**src/pin_mux_consts.svh**
```systemverilog
// Register offsets, field positions, masks and reset values for the
// port pin function selector. Assumes an 8-bit register port, 5-bit address.
// Operation
// - Port-4 bits 5-7 are ports or drive address bits 21-23 per selection.
// - Capture channels 0-2 always sample their port-4 pins, whatever the selection.
// - Timer channels 0-2 always take event input from the same port-4 pins.
// - Port-5 bit 1 is a port, or the bus ready input when enabled.
// - Hold enabled: bit 3 takes hold request, bit 2 drives hold acknowledge.
// - Port-5 bit 4 drives upper write strobe only in 16-bit mode when enabled.
// - Port-5 bit 5 drives lower write strobe when enabled, else port.
// - Port-5 bit 6 is a port or the data read strobe output.
// - Flash mode: port-5 bits 4-7 become write, output, chip enable, byte inputs.
// - Port-5 bit 7 feeds capture channel 3 and external interrupt 3 always.
// - Open-drain pins with analog bit 0 read back the pin level.
// - Open-drain pins pull low for a 0 in the port data and release the pin for a 1.
// - Port-7 bit 0 outputs timer 0 when analog bit 0 and output enabled.
// - Port-7 bits 1 and 2 carry timer 1 and 2 outputs when enabled.
// - Port-7 bit 3 is a port unless serial 1 clock output is enabled.
// - Port-7 bit 4 stays a port; serial 1 receiver always samples it.
// - Port-7 bit 5 is a port while serial 1 data output is disabled.
`ifndef PIN_MUX_CONSTS_SVH
`define PIN_MUX_CONSTS_SVH

`define REG_ADDR_W    5
`define REG_DATA_W    8

`define OFS_P4_DATA   5'h00
`define OFS_P5_DATA   5'h01
`define OFS_P6_DATA   5'h02
`define OFS_P7_DATA   5'h03
`define OFS_P4_DIR    5'h04
`define OFS_P5_DIR    5'h05
`define OFS_P7_DIR    5'h06
`define OFS_UPPER_AC  5'h07
`define OFS_BUS_CTL   5'h08
`define OFS_OUT_EN    5'h09
`define OFS_ANA_LO    5'h0A
`define OFS_ANA_HI    5'h0B
`define OFS_P6_LATCH  5'h0C
`define OFS_STATUS    5'h0D

`define P4_MASK       8'hE0
`define P5_MASK       8'hFE
`define P7_MASK       8'h3F
`define BUS_CTL_MASK  8'h3F
`define OUT_EN_MASK   8'h1F
`define ANA_HI_MASK   8'h01
`define RST_REG       8'h00
`define RD_NONE       8'h00

`define P4_LSB        5
`define BC_READY_EN   0
`define BC_HOLD_EN    1
`define BC_WRH_EN     2
`define BC_WRL_EN     3
`define BC_RD_EN      4
`define BC_BUS16      5
`define OE_TMR0       0
`define OE_TMR1       1
`define OE_TMR2       2
`define OE_SERIAL1_CLOCK_PIN       3
`define OE_SERIAL1_TRANSMIT_PIN       4
`define ST_FLASH      0

`define SYNC_W        25
`define SETTLE_CYC    2'h2

`endif

```
**src/pin_mux_pkg.sv**
```systemverilog
// Types shared by the pin function selector files.
// Assumes the constants header sits on the include path.
`default_nettype none
`include "pin_mux_consts.svh"
package pin_mux_pkg;
    typedef logic [`REG_ADDR_W-1:0] reg_addr_type;
    typedef logic [`REG_DATA_W-1:0] reg_data_type;
endpackage
`default_nettype wire

```
**src/pin_input_sync.sv**
```systemverilog
// Two-flop synchroniser bank for pin levels entering the mclk domain.
// Assumes each bit is an independent level; no bus coherency is kept.
`timescale 1ns/1ps
`default_nettype none
module pin_input_sync #(
    parameter int WIDTH = 1
) (
    // Clock and reset
    input  wire logic             mclk,
    input  wire logic             rstn,
    // Raw and synchronised levels
    input  wire logic [WIDTH-1:0] d,
    output logic      [WIDTH-1:0] q
);
    logic [WIDTH-1:0] meta_q;

    // First stage is read only by the second stage
    always_ff @(posedge mclk or negedge rstn) begin
        if (!rstn) begin
            meta_q <= '0;
            q      <= '0;
        end else begin
            meta_q <= d;
            q      <= meta_q;
        end
    end
endmodule
`default_nettype wire

```
**src/open_drain_port.sv**
```systemverilog
// Open-drain analog-capable port bank: pin drive and read-back view.
// Assumes pin levels arrive already synchronised to mclk.
`timescale 1ns/1ps
`default_nettype none
module open_drain_port (
    // Port data latch and analog enables
    input  wire logic [7:0] latch,
    input  wire logic [7:0] ana,
    // Synchronised pin levels
    input  wire logic [7:0] pin_s,
    // Pin drive and normal read view
    output logic      [7:0] pin_out,
    output logic      [7:0] pin_oe,
    output logic      [7:0] rd_view
);
    for (genvar i = 0; i < 8; i++) begin : g_bit
        // latch drives pin
        // Only pulls low; a 1 releases so an analog source is not loaded
        assign pin_out[i] = 1'b0;
        assign pin_oe[i]  = ~latch[i];
        assign rd_view[i] = ana[i] ? latch[i] : pin_s[i];
    end
endmodule
`default_nettype wire

```
**src/port_pin_function_select.sv**
```systemverilog
// Pin function selector for port-4 upper bits and ports 5, 6 and 7.
// Assumes peripherals and bus controller run on mclk; pins are asynchronous.
//
// Strobed register access and the register offsets were chosen for this implementation.
`timescale 1ns/1ps
`default_nettype none
`include "pin_mux_consts.svh"
module port_pin_function_select
    import pin_mux_pkg::*;
(
    // Clock and reset
    input  wire logic         mclk,
    input  wire logic         rstn,
    // Register port
    input  wire reg_addr_type reg_addr,
    input  wire reg_data_type reg_wdata,
    input  wire logic         reg_wr,
    input  wire logic         reg_rd,
    output reg_data_type      reg_rdata,
    // Chip mode level from the mode pins
    input  wire logic         flash_mode_pin,
    // Port 4 bits 5 to 7
    input  wire logic [2:0]   p4_in,
    output logic      [2:0]   p4_out,
    output logic      [2:0]   p4_oe,
    // Port 5 bits 1 to 7
    input  wire logic [7:1]   p5_in,
    output logic      [7:1]   p5_out,
    output logic      [7:1]   p5_oe,
    // Port 6 open-drain pins
    input  wire logic [7:0]   p6_in,
    output logic      [7:0]   p6_out,
    output logic      [7:0]   p6_oe,
    // Port 7 bits 0 to 5
    input  wire logic [5:0]   p7_in,
    output logic      [5:0]   p7_out,
    output logic      [5:0]   p7_oe,
    // External bus controller
    input  wire logic         addr_bit21_out,
    input  wire logic         addr_bit22_out,
    input  wire logic         addr_bit23_out,
    input  wire logic         hold_acknowledge_out,
    input  wire logic         upper_byte_store_strobe,
    input  wire logic         lower_byte_store_strobe,
    input  wire logic         data_read_strobe,
    output logic              bus_ready_in,
    output logic              hold_request_in,
    // Capture, timer and interrupt inputs
    output logic              capture0_input,
    output logic              capture1_input,
    output logic              capture2_input,
    output logic              capture3_input,
    output logic              timer0_event_input,
    output logic              timer1_event_input,
    output logic              timer2_event_input,
    output logic              ext_interrupt3_input,
    // Timer outputs
    input  wire logic         timer0_output,
    input  wire logic         timer1_output,
    input  wire logic         timer2_output,
    // Simple serial channel 1
    input  wire logic         serial1_clock_out,
    input  wire logic         serial1_transmit_data,
    output logic              serial1_clock_in,
    output logic              serial1_receive_data,
    // Flash programming controls, active low except byte mode
    output logic              flash_write_enable_n,
    output logic              flash_output_enable_n,
    output logic              flash_chip_enable_n,
    output logic              flash_byte_mode,
    // Analog enables towards the converter
    output logic      [8:0]   analog_enable_bits
);
    reg_data_type       p4_data_q;
    reg_data_type       p5_data_q;
    reg_data_type       p6_data_q;
    reg_data_type       p7_data_q;
    reg_data_type       p4_dir_q;
    reg_data_type       p5_dir_q;
    reg_data_type       p7_dir_q;
    reg_data_type       upper_ac_q;
    reg_data_type       bus_ctl_q;
    reg_data_type       out_en_q;
    reg_data_type       ana_lo_q;
    reg_data_type       ana_hi_q;
    reg_data_type       rdata_d;
    reg_data_type       rdata_q;
    logic [`SYNC_W-1:0] pins_raw;
    logic [`SYNC_W-1:0] pins_s;
    logic [2:0]         p4_s;
    logic [7:1]         p5_s;
    logic [7:0]         p6_s;
    logic [5:0]         p7_s;
    logic               flash_q;
    logic [7:0]         p6_rd_view;
    logic [2:0]         addr_hi;
    logic               p70_level;
    logic [1:0]         settle_q;

    // Every pin and the mode level cross into mclk through two flops
    assign pins_raw = {flash_mode_pin, p7_in, p6_in, p5_in, p4_in};

    pin_input_sync #(
        .WIDTH (`SYNC_W)
    ) u_sync (
        .mclk (mclk),
        .rstn (rstn),
        .d    (pins_raw),
        .q    (pins_s)
    );

    assign p4_s    = pins_s[2:0];
    assign p5_s    = pins_s[9:3];
    assign p6_s    = pins_s[17:10];
    assign p7_s    = pins_s[23:18];
    assign flash_q = pins_s[24];

    // Port data latches; unused bit positions are never stored
    always_ff @(posedge mclk or negedge rstn) begin
        if (!rstn) begin
            p4_data_q <= `RST_REG;
            p5_data_q <= `RST_REG;
            p6_data_q <= `RST_REG;
            p7_data_q <= `RST_REG;
        end else if (reg_wr) begin
            case (reg_addr)
                `OFS_P4_DATA: p4_data_q <= reg_wdata & `P4_MASK;
                `OFS_P5_DATA: p5_data_q <= reg_wdata & `P5_MASK;
                `OFS_P6_DATA: p6_data_q <= reg_wdata;
                `OFS_P7_DATA: p7_data_q <= reg_wdata & `P7_MASK;
                default: ;
            endcase
        end
    end

    // Direction latches; reset leaves ports 4, 5 and 7 as input, except port-7 bit 0, which pulls low
    always_ff @(posedge mclk or negedge rstn) begin
        if (!rstn) begin
            p4_dir_q <= `RST_REG;
            p5_dir_q <= `RST_REG;
            p7_dir_q <= `RST_REG;
        end else if (reg_wr) begin
            case (reg_addr)
                `OFS_P4_DIR: p4_dir_q <= reg_wdata & `P4_MASK;
                `OFS_P5_DIR: p5_dir_q <= reg_wdata & `P5_MASK;
                `OFS_P7_DIR: p7_dir_q <= reg_wdata & `P7_MASK;
                default: ;
            endcase
        end
    end

    // Function selects and analog enables
    always_ff @(posedge mclk or negedge rstn) begin
        if (!rstn) begin
            upper_ac_q <= `RST_REG;
            bus_ctl_q  <= `RST_REG;
            out_en_q   <= `RST_REG;
            ana_lo_q   <= `RST_REG;
            ana_hi_q   <= `RST_REG;
        end else if (reg_wr) begin
            case (reg_addr)
                `OFS_UPPER_AC: upper_ac_q <= reg_wdata & `P4_MASK;
                `OFS_BUS_CTL:  bus_ctl_q  <= reg_wdata & `BUS_CTL_MASK;
                `OFS_OUT_EN:   out_en_q   <= reg_wdata & `OUT_EN_MASK;
                `OFS_ANA_LO:   ana_lo_q   <= reg_wdata;
                `OFS_ANA_HI:   ana_hi_q   <= reg_wdata & `ANA_HI_MASK;
                default: ;
            endcase
        end
    end

    // Read view: outputs read their latch, inputs read the pin
    always_comb begin
        case (reg_addr)
            `OFS_P4_DATA:  rdata_d = ((p4_dir_q & p4_data_q) | (~p4_dir_q & {p4_s, 5'h00})) & `P4_MASK;
            `OFS_P5_DATA:  rdata_d = ((p5_dir_q & p5_data_q) | (~p5_dir_q & {p5_s, 1'b0})) & `P5_MASK;
            `OFS_P6_DATA:  rdata_d = p6_rd_view;
            `OFS_P7_DATA:  rdata_d = ((p7_dir_q & p7_data_q) | (~p7_dir_q & {2'h0, p7_s})) & `P7_MASK;
            `OFS_P4_DIR:   rdata_d = p4_dir_q;
            `OFS_P5_DIR:   rdata_d = p5_dir_q;
            `OFS_P7_DIR:   rdata_d = p7_dir_q;
            `OFS_UPPER_AC: rdata_d = upper_ac_q;
            `OFS_BUS_CTL:  rdata_d = bus_ctl_q;
            `OFS_OUT_EN:   rdata_d = out_en_q;
            `OFS_ANA_LO:   rdata_d = ana_lo_q;
            `OFS_ANA_HI:   rdata_d = ana_hi_q;
            // Read-modify-write view of the open-drain latch
            `OFS_P6_LATCH: rdata_d = p6_data_q;
            `OFS_STATUS:   rdata_d = {7'h00, flash_q};
            default:       rdata_d = `RD_NONE;
        endcase
    end

    // Read data stand only in the cycle after the strobe
    always_ff @(posedge mclk or negedge rstn) begin
        if (!rstn) begin
            rdata_q <= `RD_NONE;
        end else begin
            rdata_q <= reg_rd ? rdata_d : `RD_NONE;
        end
    end

    assign reg_rdata = rdata_q;

    // Port 4 upper pins: address or general port per bit
    assign addr_hi = {addr_bit23_out, addr_bit22_out, addr_bit21_out};

    for (genvar i = 0; i < 3; i++) begin : g_p4
        assign p4_out[i] = upper_ac_q[`P4_LSB + i] ? addr_hi[i] : p4_data_q[`P4_LSB + i];
        assign p4_oe[i]  = upper_ac_q[`P4_LSB + i] | p4_dir_q[`P4_LSB + i];
    end

    // capture always samples
    // No drive blocking: software must keep outputs off these pins
    assign capture0_input = p4_s[0];
    assign capture1_input = p4_s[1];
    assign capture2_input = p4_s[2];

    assign timer0_event_input = p4_s[0];
    assign timer1_event_input = p4_s[1];
    assign timer2_event_input = p4_s[2];

    // Port 5 pin selection; later branches take priority
    always_comb begin
        p5_out = p5_data_q[7:1];
        p5_oe  = p5_dir_q[7:1];
        if (bus_ctl_q[`BC_READY_EN]) begin
            p5_oe[1] = 1'b0;
        end
        if (bus_ctl_q[`BC_HOLD_EN]) begin
            p5_out[2] = hold_acknowledge_out;
            p5_oe[2]  = 1'b1;
            p5_oe[3]  = 1'b0;
        end
        if (bus_ctl_q[`BC_BUS16] && bus_ctl_q[`BC_WRH_EN]) begin
            p5_out[4] = upper_byte_store_strobe;
            p5_oe[4]  = 1'b1;
        end
        if (bus_ctl_q[`BC_WRL_EN]) begin
            p5_out[5] = lower_byte_store_strobe;
            p5_oe[5]  = 1'b1;
        end
        if (bus_ctl_q[`BC_RD_EN]) begin
            p5_out[6] = data_read_strobe;
            p5_oe[6]  = 1'b1;
        end
        if (flash_q) begin
            p5_oe[7:4] = 4'h0;
        end
    end

    // Bus ready idles high and hold request idles low when their function is off
    assign bus_ready_in    = bus_ctl_q[`BC_READY_EN] ? p5_s[1] : 1'b1;
    assign hold_request_in = bus_ctl_q[`BC_HOLD_EN] & p5_s[3];

    assign capture3_input       = p5_s[7];
    assign ext_interrupt3_input = p5_s[7];

    assign flash_write_enable_n  = flash_q ? p5_s[4] : 1'b1;
    assign flash_output_enable_n = flash_q ? p5_s[5] : 1'b1;
    assign flash_chip_enable_n   = flash_q ? p5_s[6] : 1'b1;
    assign flash_byte_mode       = flash_q & p5_s[7];

    // Port 6 open-drain bank
    open_drain_port u_p6 (
        .latch   (p6_data_q),
        .ana     (ana_lo_q),
        .pin_s   (p6_s),
        .pin_out (p6_out),
        .pin_oe  (p6_oe),
        .rd_view (p6_rd_view)
    );

    assign analog_enable_bits = {ana_hi_q[0], ana_lo_q};

    // timer 0 on open-drain pin
    // Pin only pulls low, so a high timer level simply releases it
    assign p70_level = (!ana_hi_q[0] && out_en_q[`OE_TMR0]) ? timer0_output : p7_data_q[0];

    // Port 7 pin selection
    always_comb begin
        p7_out    = p7_data_q[5:0];
        p7_oe     = p7_dir_q[5:0];
        p7_out[0] = 1'b0;
        p7_oe[0]  = ~p70_level;
        if (out_en_q[`OE_TMR1]) begin
            p7_out[1] = timer1_output;
            p7_oe[1]  = 1'b1;
        end
        if (out_en_q[`OE_TMR2]) begin
            p7_out[2] = timer2_output;
            p7_oe[2]  = 1'b1;
        end
        if (out_en_q[`OE_SERIAL1_CLOCK_PIN]) begin
            p7_out[3] = serial1_clock_out;
            p7_oe[3]  = 1'b1;
        end
        if (out_en_q[`OE_SERIAL1_TRANSMIT_PIN]) begin
            p7_out[5] = serial1_transmit_data;
            p7_oe[5]  = 1'b1;
        end
    end

    assign serial1_clock_in     = p7_s[3];
    assign serial1_receive_data = p7_s[4];

    // Cycles since reset release, so pipeline checks skip the fill
    always_ff @(posedge mclk or negedge rstn) begin
        if (!rstn) begin
            settle_q <= 2'h0;
        end else if (settle_q != `SETTLE_CYC) begin
            settle_q <= settle_q + 2'h1;
        end
    end
endmodule
`default_nettype wire

```
**config.mk**
```make
export PLATFORM = sky130hd
export DESIGN_NAME = port_pin_function_select
export DESIGN_NICKNAME = d
export VERILOG_FILES = /design/src/pin_mux_pkg.sv /design/src/pin_input_sync.sv /design/src/open_drain_port.sv /design/src/port_pin_function_select.sv
export VERILOG_INCLUDE_DIRS = /design/src /design/src/src
export SDC_FILE = /design/constraint.sdc
export NUM_CORES = 1
export LEC_CHECK = 0
export BUFFER_PORTS_ARGS = -buffer_cell sky130_fd_sc_hd__buf_2
export CORE_ASPECT_RATIO = 1.5
export CORE_MARGIN = 8
export CORE_UTILIZATION = 55
export DETAILED_ROUTE_END_ITERATION = 6
export PLACE_DENSITY_LB_ADDON = 0.3
export SLEW_MARGIN = 20
export SYNTH_ARGS = -nofsm -noshare
export SYNTH_HDL_FRONTEND = slang
export SYNTH_SLANG_ARGS = --single-unit
```
**constraint.sdc**
```tcl
create_clock -name mclk -period 3.2 [get_ports mclk]
set_input_delay 0 -clock mclk [delete_from_list [all_inputs] [get_ports mclk]]
set_output_delay 0 -clock mclk [all_outputs]
set_load 0.01 [all_outputs]
```
==> key figures <==
Status
  – Status: completed

Timing
  – Max-slew headroom: 41.76%
  – Min Tclk post-route: 1.612 ns
  – Worst slew pin tran: between 0.8 and 0.9 ns
  – Final setup viols: 0
  – Setup TNS Final: 0 ns
  – Hold Fails Final Rpt: 0
  – Fin crit share: 50.37%
  – RSZ-0062 raised after global routing: false
  – Clock Skew: 0.007715 ns
  – Fin. max-slew vios: 0
  – Maximum clock frequency: 620.4 MHz

Worst setup path
  – Critical setup path kind: flop to flop
  – Reg2reg setup slack: 1.59 ns
  – CP Data Arrival Time: around 1.9 ns
  – Critical Path Fanout Max: 5
  – Worst r2r dst: reg_rdata[6]$_DFF_PN0_
  – RR Startpoint: ana_lo_q[6]$_DFFE_PN0P_
  – R2R depth: 4
  – Startpoint Class: flop
  – Critical Path RT: ~3.5 ns
  – Endpoint class of the critical path: flop

Synthesis
  – Cells after Synth: around 410
  – Mux cell area share after synthesis: 20.47%
  – Mapped Area: 5343 sq um
  – Synth Area in Adders: 0%
  – Xor/xnor share of the synthesized area: 0%
  – FFs w/ async S/R, synth: 100.0%
  – Number of distinct library cells after synthesis: 55
  – Largest family of logic cells by synthesized area: multiplexers
  – Sequential area share after synthesis: 56.67%
  – Syn Area/Cell: 13.09 sq um
  – Area contributors post-synth: dfrtp_1, mux2_2, mux2i_1
  – EDFF count, synth: 0
  – Compound-Gate Fraction of Synth Area: 5.855%
  – Primary FF master, synth: dfrtp_1
  – Synth top area share: between 50% and 60%
  – Synth Register Bits: 121
  – Count leader, synth: dfrtp_1
  – Synth top cells by count: dfrtp_1, mux2_2, buf_4
  – Post-synthesis simple-gate area fraction: 12.06%
  – Area leader, netlist: dfrtp_1
  – Synth warn: 0

GRT
  – Global Route Usage Sum: 23.44%
  – GR Overflow Total: 0
  – Largest net degree at the start of global routing: 70
  – Initial antenna violation count: 0
  – GRT met3 Usage: about 6.0%
  – Number of global-route vias before repair: 4319
  – GR Util met1: 26.97%
  – GR Layer Usage met2: 39.85%
  – Grt peak-use layer: met2
  – Global-route wire length before repair: 23350 um

Clocking
  – Worst-path clk slew: approximately 0.05 ns
  – TritonCTS clock tree: built
  – Clock tree root buffer cell: clkbuf_16
  – H-tree Lvls: 4
  – CTS Buf Count: 17
  – Clk sinks: 121
  – Clock buffer depth: 2
  – Setup Buffers After CTS: 0
  – # resized after CTS: 0
  – CTS hold repair buffers: 34
  – Skew-Pair Late Insertion Delay: 0.40 ns

Route
  – Detailed Route WL: 14930 um
  – Drt drc: 0
  – Via density: 5.708
  – WL/cell: 21.61 um
  – DRT Pass-1 Iters: 4
  – Drt initial violations: 294
  – Antenna-violating nets left: 0
  – Via Count: 3944

Pwr
  – P_leak: approximately 3.3 nW
  – Power Dens Cells: 659.6 nW/um^2
  – Total Power: approximately 4.5 mW
  – VDD IR max: approximately 0.53 mV

Finish
  – Area grow syn2layout: 28.88%
  – Diodes inserted: 0
  – Final net count: 617
  – Filler cells: 681
  – Final core occ: 71.88%
  – Share of cells above drive strength 1: ~45%

Floorplan
  – Initial Utilization: between 50% and 60%
  – Row count: 44
  – Area of the core: about 9600 sq um
  – Die Footprint: between 10000 and 15000 sq um
  – Num ports: 135
  – Die X-Extent: 96.48 um
  – Die height: 136.7 um

Run
  – # Max-Cap Violations: 0

Min path
  – WHS Path Cells: 4
  – Min-Delay Path Class: input pin to flop
  – Hold EP: reg_rdata[3]$_DFF_PN0_
  – Worst Hold Launch: reg_addr[4]

Placement
  – Placer Congestion: 0.9150
  – Buffers on Ports: 125
  – Post-DP HPWL: 10370 um
-- cells by family after synthesis --
logic type	Yosys count
flops	121
mux	99
simple gates	97
buf+inv	46
compound gates	44
other cells	1
-- cell usage in the layout (no fill, tap or decap), types with 4 or more instances in the layout --
cell             n
mux2_2          82
o21ai_0          9
dfrtp_1        121
or2_2            8
clkbuf_8         4
inv_1           13
nand3b_1         7
nand2b_1         7
conb_1           9
nand2_1          4
clkinv_2         5
nor3_1           5
nand3_1          6
a31oi_1          9
nor2b_1         10
and3_1           5
nor4_1           5
clkbuf_16       17
buf_2          124
mux2i_1         17
nor2_1          13
dlygate4sd3_1   34
-- per-layer routing --
layer	up-vias	part of all wire (%)	wire length, um
li1	1758	-	-
met1	1975	37	5539
met2	183	53	7901
met3	28	7.6	1140
met4	0	2.4	351
met5	-	0	0
-- area by class of cell --
cell class	instances	area (sq um)	area share [%]
well taps	115	143.9	2.090
multi-input cells	249	2085	30.27
clock inverters	8	92.59	1.345
clock buffers	24	491.7	7.142
inverters	13	48.80	0.7087
flip-flops and latches	121	3028	43.98
repair buffers	161	996.0	14.46
-- flip-flops by register name, summed over array words and instances (netlist names), 5 cells and up --
name / flops
out_en_q: 5
u_sync.meta_q: 25
reg_rdata: 8
p5_data_q: 7
p6_data_q: 8
bus_ctl_q: 6
p7_dir_q: 6
p5_dir_q: 7
ana_lo_q: 8
u_sync.q: 25
p7_data_q: 6
-- stage by stage --
| step | worst slack [ns] | hold slack [ns] | area (sq um) | std cells |
|---|---|---|---|---|
| 4_1_cts | 1.596 | 0.1343 | 6885 | 691 |
| 2_1_floorplan | 1.806 | -0.2956 | 5373 | 416 |
| 3_3_place_gp | 1.367 | 0.1077 | 5961 | 625 |
| 5_1_grt | 1.535 | 0.2041 | 6885 | 691 |
| 3_5_place_dp | 1.221 | 0.1093 | 5961 | 625 |
| 6_report | 1.588 | 0.1607 | 6885 | 691 |
-- power breakdown --
part / leakage, nW / switching (mW) / total, mW / internal (mW)
registers: 1.50 / 0.198 / 1.92 / 1.72
logic: 1.46 / 0.364 / 0.767 / 0.403
clock network: 0.290 / 0.633 / 1.85 / 1.22
total: 3.25 / 1.19 / 4.54 / 3.35
-- critical path, cell delays in order, from the launching register on --
cell and delay [ns]:
dfrtp_1 0.41, or3b_1 0.36, a2111oi_0 0.44, a211oi_1 0.11, a31oi_1 0.19
-- worst max path at each step --
stage | startpoint | to | slack [ns]
finish | ana_lo_q[6]$_DFFE_PN0P_ | reg_rdata[6]$_DFF_PN0_ | 1.59
global route | ana_lo_q[6]$_DFFE_PN0P_ | reg_rdata[6]$_DFF_PN0_ | 1.53
CTS | ana_lo_q[6]$_DFFE_PN0P_ | reg_rdata[6]$_DFF_PN0_ | 1.60
detailed placement | reg_addr[1] | p7_dir_q[4]$_DFFE_PN0P_ | 1.22
global placement | reg_addr[1] | p7_dir_q[1]$_DFFE_PN0P_ | 1.37
floorplan | ana_lo_q[6]$_DFFE_PN0P_ | reg_rdata[6]$_DFF_PN0_ | 1.81
No activity file was read; power rests on OpenSTA's default activity.
